`src/inc/umcs_pkg.sv`:
```
// Package with register map, field positions and shared types of the modem handshake block.
// Functional notes
// Loopback holds serial transmit pin marking.
// Loopback feeds transmitter output into receiver.
// Loopback isolates inputs, control pins go high.
// Loopback keeps interrupt outputs inactive.
// Writing mirrored control bits raises status interrupt.
// Control bit 3 enables interrupt; mirrors status7.
// Control bit 2 spare; mirrors status6.
// Control bit 1 drives request-to-send low; status4.
// Control bit 0 drives terminal-ready low; status5.
// Status 7..4 read complemented handshake pins.
// Status 3..0 sticky, cleared by status read.
// Carrier change sets status bit 3.
// Ring low-to-high pin edge sets bit 2.
// Set-ready change sets status bit 1.
// Clear-to-send change sets status bit 0.
// Any change flag raises modem interrupt.
// Modem interrupt reported only with enable bit 3.
// Modem interrupt lowest priority, code 000.
// Synchronised sampling; changes during read kept.
`default_nettype none

package umcs_pkg;

  localparam int ADDR_W = 3;
  localparam int DATA_W = 8;

  // Register offsets.
  localparam logic [2:0] OFF_INT_ENABLE = 3'h0;
  localparam logic [2:0] OFF_INT_IDENT = 3'h1;
  localparam logic [2:0] OFF_CONTROL = 3'h2;
  localparam logic [2:0] OFF_STATUS = 3'h3;
  localparam logic [2:0] OFF_EVT_STATUS = 3'h4;
  localparam logic [2:0] OFF_EVT_MASK = 3'h5;

  // Control register fields.
  localparam int CTL_TERMINAL_READY = 0;
  localparam int CTL_REQUEST_SEND = 1;
  localparam int CTL_SPARE_USER = 2;
  localparam int CTL_IRQ_ENABLE = 3;
  localparam int CTL_LOOPBACK = 4;
  localparam int CTL_W = 5;

  // Interrupt enable field for modem status.
  localparam int IEN_MODEM_STATUS = 3;
  localparam int IEN_W = 4;

  // Identification values: pending modem status, and nothing pending.
  localparam logic [7:0] IDENT_MODEM = 8'h00;
  localparam logic [7:0] IDENT_NONE = 8'h01;

  // Values after reset.
  localparam logic [CTL_W-1:0] CTL_RESET = 5'h00;
  localparam logic [IEN_W-1:0] IEN_RESET = 4'h0;
  localparam logic [3:0] DELTA_RESET = 4'h0;
  localparam logic [3:0] EVT_MASK_RESET = 4'h0;
  localparam logic [7:0] RDATA_RESET = 8'h00;

  // Asserted (active high) view of the four handshake inputs.
  typedef struct packed {
    logic carrier;
    logic ring;
    logic set_ready;
    logic clear_send;
  } umcs_lines_t;

  // One register port request.
  typedef struct packed {
    logic [ADDR_W-1:0] addr;
    logic [DATA_W-1:0] wdata;
    logic wr;
    logic rd;
  } umcs_req_t;

endpackage

`default_nettype wire

```
`src/hw/umcs_top.sv`:
```
// Modem control and status section of a serial port, with loopback and change interrupts.
`default_nettype none

module umcs_top (
  // Clock and reset
  input wire logic clk_sys,
  input wire logic reset,
  // Register port
  input wire logic [2:0] reg_addr,
  input wire logic [7:0] reg_wdata,
  input wire logic reg_wr,
  input wire logic reg_rd,
  output logic [7:0] reg_rdata,
  // Serial data path
  input wire logic tx_shift_out,
  output logic serial_tx_pin,
  input wire logic serial_rx_pin,
  output logic rx_shift_in,
  // Handshake pins, active low
  input wire logic carrier_detect_in_n,
  input wire logic ring_in_n,
  input wire logic set_ready_in_n,
  input wire logic clear_to_send_in_n,
  output logic request_send_out_n,
  output logic terminal_ready_out_n,
  // Interrupts
  input wire logic other_irq_pending,
  output logic serial_irq_outputs,
  output logic event_irq
);

  umcs_pkg::umcs_req_t req;
  umcs_pkg::umcs_lines_t pin_meta_reg;
  umcs_pkg::umcs_lines_t pin_sync_reg;
  umcs_pkg::umcs_lines_t lines_now;
  umcs_pkg::umcs_lines_t lines_prev_reg;
  logic rx_meta_reg;
  logic rx_sync_reg;
  logic [umcs_pkg::CTL_W-1:0] control_reg;
  logic [umcs_pkg::IEN_W-1:0] int_enable_reg;
  logic [3:0] delta_reg;
  logic [3:0] delta_set;
  logic [3:0] delta_next;
  logic [3:0] evt_status_reg;
  logic [3:0] evt_status_next;
  logic [3:0] evt_mask_reg;
  logic [7:0] status_value;
  logic [7:0] ident_value;
  logic [7:0] read_value;
  logic [7:0] rdata_reg;
  logic loopback;
  logic modem_int;
  logic status_read;
  logic evt_read;

  assign req = '{addr: reg_addr, wdata: reg_wdata, wr: reg_wr, rd: reg_rd};
  assign loopback = control_reg[umcs_pkg::CTL_LOOPBACK];
  assign status_read = req.rd && (req.addr == umcs_pkg::OFF_STATUS);
  assign evt_read = req.rd && (req.addr == umcs_pkg::OFF_EVT_STATUS);

  // two-flop synchronisers
  always_ff @(posedge clk_sys) begin
    if (reset) begin
      pin_meta_reg <= 4'hf;
      pin_sync_reg <= 4'hf;
      rx_meta_reg <= 1'b1;
      rx_sync_reg <= 1'b1;
    end else begin
      pin_meta_reg <= '{carrier: carrier_detect_in_n, ring: ring_in_n,
                        set_ready: set_ready_in_n, clear_send: clear_to_send_in_n};
      pin_sync_reg <= pin_meta_reg;
      rx_meta_reg <= serial_rx_pin;
      rx_sync_reg <= rx_meta_reg;
    end
  end

  // Register writes. Reserved bits are simply not stored.
  always_ff @(posedge clk_sys) begin
    if (reset) begin
      control_reg <= umcs_pkg::CTL_RESET;
      int_enable_reg <= umcs_pkg::IEN_RESET;
      evt_mask_reg <= umcs_pkg::EVT_MASK_RESET;
    end else if (req.wr) begin
      case (req.addr)
        umcs_pkg::OFF_CONTROL: control_reg <= req.wdata[umcs_pkg::CTL_W-1:0];
        umcs_pkg::OFF_INT_ENABLE: int_enable_reg <= req.wdata[umcs_pkg::IEN_W-1:0];
        umcs_pkg::OFF_EVT_MASK: evt_mask_reg <= req.wdata[3:0];
        default: ;
      endcase
    end
  end

  // in loopback the pins are ignored and the control bits stand in.
  always_comb begin
    if (loopback) begin
      // irq enable mirrors carrier
      lines_now.carrier = control_reg[umcs_pkg::CTL_IRQ_ENABLE];
      // spare bit mirrors ring
      lines_now.ring = control_reg[umcs_pkg::CTL_SPARE_USER];
      // terminal ready mirrors set-ready
      lines_now.set_ready = control_reg[umcs_pkg::CTL_TERMINAL_READY];
      // request-to-send mirrors clear-to-send
      lines_now.clear_send = control_reg[umcs_pkg::CTL_REQUEST_SEND];
    end else begin
      // complemented pin levels
      lines_now = ~pin_sync_reg;
    end
  end

  always_ff @(posedge clk_sys) begin
    if (reset) begin
      lines_prev_reg <= 4'h0;
    end else begin
      lines_prev_reg <= lines_now;
    end
  end

  // a mirrored bit written to 1 shows as a change and so as an interrupt; the ring bit flags only when written back to 0.
  always_comb begin
    // carrier change either way
    delta_set[3] = lines_now.carrier ^ lines_prev_reg.carrier;
    // ring pin low-to-high means the asserted view falls
    delta_set[2] = lines_prev_reg.ring & ~lines_now.ring;
    // set-ready change
    delta_set[1] = lines_now.set_ready ^ lines_prev_reg.set_ready;
    // clear-to-send change
    delta_set[0] = lines_now.clear_send ^ lines_prev_reg.clear_send;
  end

  // sticky flags cleared by reading; R19: a change in the read cycle wins.
  assign delta_next = (delta_reg & ~{4{status_read}}) | delta_set;

  always_ff @(posedge clk_sys) begin
    if (reset) begin
      delta_reg <= umcs_pkg::DELTA_RESET;
    end else begin
      delta_reg <= delta_next;
    end
  end

  // Event status: each new change flag is latched until this register is read.
  assign evt_status_next = (evt_status_reg & ~{4{evt_read}}) | delta_set;

  always_ff @(posedge clk_sys) begin
    if (reset) begin
      evt_status_reg <= 4'h0;
    end else begin
      evt_status_reg <= evt_status_next;
    end
  end

  assign status_value = {lines_now.carrier, lines_now.ring, lines_now.set_ready,
                         lines_now.clear_send, delta_reg};

  // any change flag gives the condition; R17: only when enabled.
  assign modem_int = (|delta_reg) && int_enable_reg[umcs_pkg::IEN_MODEM_STATUS];

  // lowest priority, so only shown when no other source is pending.
  assign ident_value = (modem_int && !other_irq_pending) ? umcs_pkg::IDENT_MODEM
                                                        : umcs_pkg::IDENT_NONE;

  always_comb begin
    case (req.addr)
      umcs_pkg::OFF_INT_ENABLE: read_value = {4'h0, int_enable_reg};
      umcs_pkg::OFF_INT_IDENT: read_value = ident_value;
      umcs_pkg::OFF_CONTROL: read_value = {3'h0, control_reg};
      umcs_pkg::OFF_STATUS: read_value = status_value;
      umcs_pkg::OFF_EVT_STATUS: read_value = {4'h0, evt_status_reg};
      umcs_pkg::OFF_EVT_MASK: read_value = {4'h0, evt_mask_reg};
      default: read_value = 8'h00;
    endcase
  end

  // Read data stands only in the cycle after the strobe, zero otherwise.
  always_ff @(posedge clk_sys) begin
    if (reset) begin
      rdata_reg <= umcs_pkg::RDATA_RESET;
    end else if (req.rd) begin
      rdata_reg <= read_value;
    end else begin
      rdata_reg <= 8'h00;
    end
  end

  assign reg_rdata = rdata_reg;

  // Pin and path outputs are registered so they never glitch at the boundary.
  always_ff @(posedge clk_sys) begin
    if (reset) begin
      serial_tx_pin <= 1'b1;
      rx_shift_in <= 1'b1;
      request_send_out_n <= 1'b1;
      terminal_ready_out_n <= 1'b1;
    end else begin
      // marking level in loopback
      serial_tx_pin <= loopback | tx_shift_out;
      // receiver fed from transmitter
      rx_shift_in <= loopback ? tx_shift_out : rx_sync_reg;
      // control pins forced inactive; R8: active-low drive
      request_send_out_n <= loopback | ~control_reg[umcs_pkg::CTL_REQUEST_SEND];
      // control pins forced inactive; R9: active-low drive
      terminal_ready_out_n <= loopback | ~control_reg[umcs_pkg::CTL_TERMINAL_READY];
    end
  end

  // Interrupt outputs: serial one gated by the enable bit, event one by the event mask; both silenced in loopback.
  always_ff @(posedge clk_sys) begin
    if (reset) begin
      serial_irq_outputs <= 1'b0;
      event_irq <= 1'b0;
    end else begin
      // inactive in loopback; R6: output enable
      serial_irq_outputs <= !loopback && control_reg[umcs_pkg::CTL_IRQ_ENABLE]
                            && (modem_int || other_irq_pending);
      // inactive in loopback
      event_irq <= !loopback && (|(evt_status_reg & evt_mask_reg));
    end
  end

endmodule

`default_nettype wire

```
`config.mk`:
```
export PLATFORM = sky130hd
export DESIGN_NAME = umcs_top
export DESIGN_NICKNAME = d
export VERILOG_FILES = /design/src/inc/umcs_pkg.sv /design/src/hw/umcs_top.sv
export SDC_FILE = /design/constraint.sdc
export NUM_CORES = 1
export LEC_CHECK = 0
export ABC_AREA = 1
export BUFFER_PORTS_ARGS = -buffer_cell sky130_fd_sc_hd__buf_2
export CAP_MARGIN = 25
export CORE_ASPECT_RATIO = 0.9
export CORE_MARGIN = 3
export CORE_UTILIZATION = 46
export DETAILED_ROUTE_END_ITERATION = 8
export PLACE_DENSITY = 0.67
export SYNTH_ARGS = -nofsm -noshare
export SYNTH_HDL_FRONTEND = slang
export SYNTH_SLANG_ARGS = --single-unit
```
`constraint.sdc`:
```
create_clock -name clk_sys -period 1.4 [get_ports clk_sys]
set_input_delay 0.28 -clock clk_sys [delete_from_list [all_inputs] [get_ports clk_sys]]
set_output_delay 0.28 -clock clk_sys [all_outputs]
set_load 0.01 [all_outputs]
```
# After elaboration in Yosys (flattened, before gate mapping)
# Cells that the tools add are included.
[op_classes] n_reduce_logical=17 eq_ne=5 n_mux=4 bitwise_logic=19
[ops] cell="$pmux W8 S6" n=1
[ops] cell="$and A4 B4 Y4" n=3
[ops] cell="$not A4 Y4" n=3
[ops] cell="$or A4 B4 Y4" n=2
[ops] cell="$reduce_or A4 Y1" n=2
[ops] cell="$logic_and A1 B1 Y1" n=7
[ops] cell="$eq A3 B2 Y1 const B" n=2
[ops] cell="$eq A3 B3 Y1 const B" n=2
[ops] cell="$reduce_and A2 Y1" n=3
[ops] cell="$mux W4" n=1
[ops] cell="$not A1 Y1" n=4
[ops] cell="$eq A3 B1 Y1 const B" n=1
[ops] cell="$logic_not A3 Y1" n=1
[ops] cell="$or A1 B1 Y1" n=3
[ops] cell="$xor A1 B1 Y1" n=3
[ops] cell="$logic_not A1 Y1" n=2
[ops] cell="$mux W1" n=2
[ops] cell="$reduce_or A2 Y1" n=1
[ops] cell="$and A1 B1 Y1" n=1
[ops] cell="$logic_or A1 B1 Y1" n=1
[word_totals] inputBits=22 word_cells=71 regBits=49

# Longest topological paths before layout
# Gate-level depths: netlist of run 1.
[logic_depth] word_depth=5 depth_mapped=8 mapped_depth_nobuf=7

# Worst setup path before layout of run 1
# Ideal clock, no wire load.
[synth_path] kind="input port to flip-flop" startpoint="input port reg_addr[2]" endpoint="register delta_reg[3]" arrival_time_ns=0.957 required_ns=1.268 cell_stages=7 setup_slack_ns=0.310 cell_sequence="buf_6 -> inv_2 -> nand3_1 -> inv_1 -> nand2_1 -> nand2_1 -> a21oi_1"
[synth_via] elab_chain_len=5
[synth_lines] element="start, declared" line_no="umcs_top.sv:9" rtl="input wire logic [2:0] reg_addr,"
[synth_lines] element="$eq A3 B2 Y1" line_no="umcs_top.sv:58" rtl="assign status_read = req.rd && (req.addr == umcs_pkg::OFF_STATUS);"
[synth_lines] element="$logic_and A1 B1 Y1" line_no="umcs_top.sv:58"
[synth_lines] element="$not A4 Y4" line_no="umcs_top.sv:131" rtl="assign delta_next = (delta_reg & ~{4{status_read}}) | delta_set;"
[synth_lines] element="$and A4 B4 Y4" line_no="umcs_top.sv:131"
[synth_lines] element="$or A4 B4 Y4" line_no="umcs_top.sv:131"
[synth_lines] element="end signal, assigned" line_no="umcs_top.sv:135" rtl="delta_reg <= umcs_pkg::DELTA_RESET;"
[synth_lines] element="end signal, assigned" line_no="umcs_top.sv:137" rtl="delta_reg <= delta_next;"
[synth_lines] element="end, declared" line_no="umcs_top.sv:41" rtl="logic [3:0] delta_reg;"
# No other way between the ends.
# A chain may end at the register's enable or synchronous reset.

# Final worst setup path of run 1
[layout_path] startpoint="register control_reg[4] in the netlist's numbering" endpoint="register evt_status_reg[1]"
[layout_via] elab_chain_len=3
[layout_lines] element="start, declared" line_no="umcs_top.sv:39" rtl="logic [umcs_pkg::CTL_W-1:0] control_reg;"
[layout_lines] element="start signal, assigned" line_no="umcs_top.sv:80" rtl="control_reg <= umcs_pkg::CTL_RESET;"
[layout_lines] element="start signal, assigned" line_no="umcs_top.sv:85" rtl="umcs_pkg::OFF_CONTROL: control_reg <= req.wdata[umcs_pkg::CTL_W-1:0];"
[layout_lines] element="$mux W4" line_no="umcs_top.sv:95" rtl="if (loopback) begin"
[layout_lines] element="$xor A1 B1 Y1" line_no="umcs_top.sv:125" rtl="delta_set[1] = lines_now.set_ready ^ lines_prev_reg.set_ready;"
[layout_lines] element="$or A4 B4 Y4" line_no="umcs_top.sv:142" rtl="assign evt_status_next = (evt_status_reg & ~{4{evt_read}}) | delta_set;"
[layout_lines] element="end signal, assigned" line_no="umcs_top.sv:148" rtl="evt_status_reg <= evt_status_next;"
[layout_lines] element="end, declared" line_no="umcs_top.sv:44" rtl="logic [3:0] evt_status_reg;"
# No other way between the ends.

==> results of run 1 <==
[layout make-up]
type                            count  area (sq um)
Inverter                           21         78.83
Tap cell                           46         57.56
Multi-Input combinational cell    149         718.2
Timing Repair Buffer               40         220.2
Sequential cell                    49         980.9
Clock inverter                      3         50.05
Fill cell                         372          1583
Clock buffer                        5         68.82
[routing by layer]
metal | GRT usage, % | vias to the layer above | routed length (um)
li1 | - | 799 | -
met2 | 26.48 | 43 | 1715
met5 | 0 | - | 0
met4 | 8.920 | 0 | 66
met1 | 25.09 | 668 | 1862
met3 | 4.281 | 6 | 201
[power groups by stage]
| stage | Combinational, mW | Sequential (mW) | Clock [mW] |
|---|---|---|---|
| 2_1_floorplan | 0.137 | 1.50 | 0 |
| 3_3_place_gp | 0.213 | 1.51 | 0 |
| 3_5_place_dp | 0.216 | 1.51 | 0 |
| 4_1_cts | 0.216 | 1.48 | 1.07 |
| 5_1_grt | 0.248 | 1.48 | 1.12 |
| 6_report | 0.216 | 1.48 | 1.06 |
[cells by family after synthesis]
| logic type | synth area share, % |
|---|---|
| xor gates and xnor gates | 1.442 |
| buffers and inverters | 6.794 |
| AOI/OAI and AO/OA | 10.78 |
| and+or+nand+nor | 27.18 |
| DFF | 53.81 |
[path summary, 6_finish.rpt]
path	start	to	slack, ns	cells past startpoint
worst max-delay path	control_reg[4]$_SDFFE_PP0P_	evt_status_reg[1]$_SDFF_PP0_	0.24	3
worst min-delay path	carrier_detect_in_n	pin_meta_reg[3]$_SDFF_PP1_	0.14	2
worst max register to register	control_reg[4]$_SDFFE_PP0P_	evt_status_reg[1]$_SDFF_PP0_	0.24	3
worst min register to register	pin_meta_reg[0]$_SDFF_PP1_	pin_sync_reg[0]$_SDFF_PP1_	0.41	1
[critical path, cell delays in order (launching register included)]
cell and delay [ns]:
dfxtp_1 0.51, o21ai_0 0.22, xnor2_1 0.24, a21oi_1 0.09
[cells in the final DEF, fill, tap and decap left out, types with 2 or more instances in the layout]
| cell type | n |
|---|---|
| xnor2_1 | 3 |
| buf_4 | 8 |
| nor2_1 | 17 |
| clkbuf_8 | 5 |
| nor2_2 | 3 |
| dfxtp_1 | 49 |
| nand2_1 | 52 |
| nor3_1 | 4 |
| inv_1 | 20 |
| buf_2 | 32 |
| o21ai_0 | 12 |
| o21ai_1 | 2 |
| a21oi_1 | 22 |
| or2_2 | 11 |
| nand4_1 | 4 |
| nand3_1 | 14 |
[metrics by stage]
step,hold slack (ns),setup WS [ns],utilization (%)
6_report,0.1396,0.2411,57.88
5_1_grt,0.1443,0.08359,57.88
4_1_cts,0.1368,0.1620,57.88
3_5_place_dp,0.3923,0.09482,54.71
3_3_place_gp,0.3905,0.1110,54.71
2_1_floorplan,0.3838,0.3104,-
[repair_timing]
action,4_1_cts,5_1_grt
resized for setup,0,1
hold buffers,0,0
setup endpoints to repair,0,1
==> metrics.txt, run 1 <==
vias in the first global route 1414; crit end category register; diode count 0; cell-internal power 2.083 mW; area growth from synthesis to layout 19.29%; synth warn 0; Post-synth EDFFs 0; num ports 36; GRT Util Overall 18.21%; Via Count 1516; Worst Setup Path Type reg -> reg; Starting Density 48.52%; RSZ-0062 raised after global routing false; routed vias/inst 4.843; Yosys cell types 22; ys async rst share 0%; Achievable Freq 862.9 MHz; top-area cell type share of the netlist area 53.81%; IO Port Bufs 32; Sink Count 49; max FFs per register 8; status complete, no violations; share of post-route cells with drive strength above 1 24.72%; top post-synthesis cells by count nand2_1 (52), dfxtp_1 (49), a21oi_1 (22); critical path startpoint category register; global route overflow 0; Final Hold Fails 0; Syn Nets 248; most frequent cell after synthesis nand2_1; Design Power 2.755 mW; Final period util 82.78%; post-route ant nets 0; Slew Limit Headroom 78.08%; Synth area leader dfxtp_1; Syn Std Cell Area 1823 sq um; HPWL Detailed 2879 um; Hold Crit Class in -> reg; initial DRC count 108; Die ar. 4755 sq um; # DRC 0; Setup-failing EPs final 0; drt pass-1 iters 4; switch share 24.39%; sequential cell fraction of total power 53.6%; initial antenna violation count 0; post-CTS setup buffers 0; DR WL/cell 12.29 um; first-pass GRT wire length 6555 um; fin area 2175 sq um; NumNets Final 288; Peak VDD IR 0.0007620 V; Final Max Tran Viols 0; Die Ht 65.72 um; RePlAce Congestion 0.8629; Critical Path RT 1.60 ns; Row Count 21; synthesized flop and latch total 49; TNS Setup 0 ns; Clk pwr share 38.5%; combinational power share 7.8%; largest net degree at the start of global routing 23; worst skew pair latency 0.31 ns; Synth area leaders dfxtp_1 (54%), nand2_1 (11%), a21oi_1 (6.0%); DRT Wirelength 3846 um; Worst Tran Pin Value 0.3254 ns; fin crit period 1.159 ns; Root Driver clkbuf_8; leakage 0.9576 nW; Clock Skews 0.007675 ns; max_cap viols 0; Clk pin slew, worst setup/hold paths 0.10 ns; prevailing post-synth register cell dfxtp_1; NetSw 671.9 uW; power per cell area 1267 nW/um^2; CTS tree done; H-tree depth 2; total CTS buffers 5; Die W 72.36 um; sequential-to-total area share from yosys stat 53.81%; Worst Path Max Fanout 10; fin cells 313; CTS Buffer Depth 2; Mean Syn Cell Area 8.066 sq um; Cells after DPL 305; CP arrival 1.36 ns; DP Area 2056 sq um; core area 3757 sq um; Post-Syn Instances 226
Note: power is estimated with default switching activity, not from simulation.
==> inputs of run 2 (changes only) <==
--- a/config.mk
+++ b/config.mk
@@ -12,7 +12,7 @@
 export CORE_MARGIN = 3
 export CORE_UTILIZATION = 46
 export DETAILED_ROUTE_END_ITERATION = 8
-export PLACE_DENSITY = 0.67
+export PLACE_DENSITY = 0.7
 export SYNTH_ARGS = -nofsm -noshare
 export SYNTH_HDL_FRONTEND = slang
 export SYNTH_SLANG_ARGS = --single-unit
==> constraint.sdc (replaced) <==
create_clock -name clk_sys -period 1.05 [get_ports clk_sys]
set_input_delay 0.21 -clock clk_sys [delete_from_list [all_inputs] [get_ports clk_sys]]
set_output_delay 0.21 -clock clk_sys [all_outputs]
set_load 0.01 [all_outputs]
==> metrics.txt, run 2 (synthesis gave the netlist of run 1 again) <==
DR WL/cell 12.19 um; CTS tree done; Crit-path slowest cell dfxtp_4; post-route ant nets 0; Final Max Tran Viols 0; Row Count 21; drt pass-1 iters 4; Via Count 1584; worst skew pair latency 0.30 ns; Sink Count 49; Worst Tran Pin Value 0.3237 ns; RePlAce Congestion 0.8896; DP Area 2161 sq um; Final Hold Fails 0; Die ar. 4755 sq um; Cells after DPL 319; H-tree depth 2; fin crit period 0.9760 ns; total CTS buffers 5; max FFs per register 8; diode count 0; initial antenna violation count 0; area growth from synthesis to layout 26.36%; RSZ-0062 raised after global routing true; # DRC 0; Peak VDD IR 0.0009193 V; fill count 341; CP arrival 1.17 ns; Crit path largest cell delay 0.43 ns; Starting Density 48.52%; Clock Skews 0.005420 ns; Slew Limit Headroom 78.35%; largest net degree at the start of global routing 17; crit end category register; power per cell area 1516 nW/um^2; Worst R2R Path Depth 4; Final period util 92.95%; Root Driver clkbuf_8; num ports 36; Worst Setup Path Type reg -> reg; initial DRC count 118; Setup-failing EPs final 0; Die Ht 65.72 um; HPWL Detailed 3049 um; routed vias/inst 4.844; share of post-route cells with drive strength above 1 32.03%; IO Port Bufs 32; max_cap viols 0; fin cells 327; Worst Path Max Fanout 10; first-pass GRT wire length 6913 um; crit-path leading delay family flip-flops; leakage 1.027 nW; fin area 2303 sq um; Hold Crit Class in -> reg; vias in the first global route 1510; cell count along the critical path 4; status complete, no violations; Clk pin slew, worst setup/hold paths 0.09 ns; DRT Wirelength 3987 um; CP bufs+invs 0; Achievable Freq 1025 MHz; global route overflow 0; hold depth 2; CTS Buffer Depth 2; Critical Path RT 1.24 ns; NumNets Final 302; most common cell after layout, fill and taps aside nand2_1; critical path startpoint category register; Die W 72.36 um; GRT Util Overall 19.06%; ordered cell list for the critical path nand2_1, o21ai_2, xnor2_2, a21oi_1; commonest cells after routing, fill and taps aside nand2_1 (52), dfxtp_1 (48), buf_2 (32); core area 3757 sq um
[run 2: repair_timing]
item,CTS,global route
pin swaps,0,2
setup endpoints to repair,13,11
hold buffers,0,0
setup buffers,0,0
resized for setup,4,10
[run 2: area by class of cell]
cell class / count / area, sq um / share of cell area, %
clock inverters: 2 / 16.27 / 0.7061
well taps: 46 / 57.56 / 2.499
multi-input cells: 149 / 758.2 / 32.92
repair buffers: 54 / 325.3 / 14.12
flip-flops and latches: 49 / 984.7 / 42.75
inverters: 21 / 78.83 / 3.422
clock buffers: 6 / 82.58 / 3.585
[run 2: routing by layer]
layer / global-route usage [%] / routed length (um) / up-vias
li1: - / - / 832
met1: 25.90 / 1893 / 706
met2: 29.32 / 1797 / 41
met3: 4.434 / 239 / 5
met4: 7.042 / 56 / 0
met5: 0 / 0 / -
[run 2: path summary, 6_finish.rpt]
path / startpoint / end / slack (ns)
worst min register to register: pin_meta_reg[0]$_SDFF_PP1_ / pin_sync_reg[0]$_SDFF_PP1_ / 0.41
worst max-delay path: control_reg[4]$_SDFFE_PP0P_ / evt_status_reg[1]$_SDFF_PP0_ / 0.07
worst min-delay path: carrier_detect_in_n / pin_meta_reg[3]$_SDFF_PP1_ / 0.08
worst max register to register: control_reg[4]$_SDFFE_PP0P_ / evt_status_reg[1]$_SDFF_PP0_ / 0.07
[run 2: through the flow]
step	hold WS [ns]	total power [mW]	utilization, %	setup TNS (ns)	setup slack, ns
2_1_floorplan	0.3138	2.186	-	0	0.001278
3_3_place_gp	0.3909	2.330	57.51	-1.620	-0.09569
3_5_place_dp	0.3958	2.337	57.51	-1.941	-0.1079
4_1_cts	0.06984	3.501	60.24	0	0.01295
5_1_grt	0.07688	3.632	61.31	-0.003006	-0.003006
6_report	0.07813	3.493	61.31	0	0.07402
[run 2: where the power goes]
part	leakage (nW)	total, mW	switching (mW)	internal (mW)
Combinational	0.578	0.336	0.181	0.155
Sequential	0.401	1.97	0.0445	1.93
Clock	0.0478	1.19	0.643	0.543
Total	1.03	3.49	0.868	2.62
[run 2: worst register-to-register path: stages, from the launching register on]
cell and delay (ns):
dfxtp_4 0.43, nand2_1 0.09, o21ai_2 0.10, xnor2_2 0.15, a21oi_1 0.10
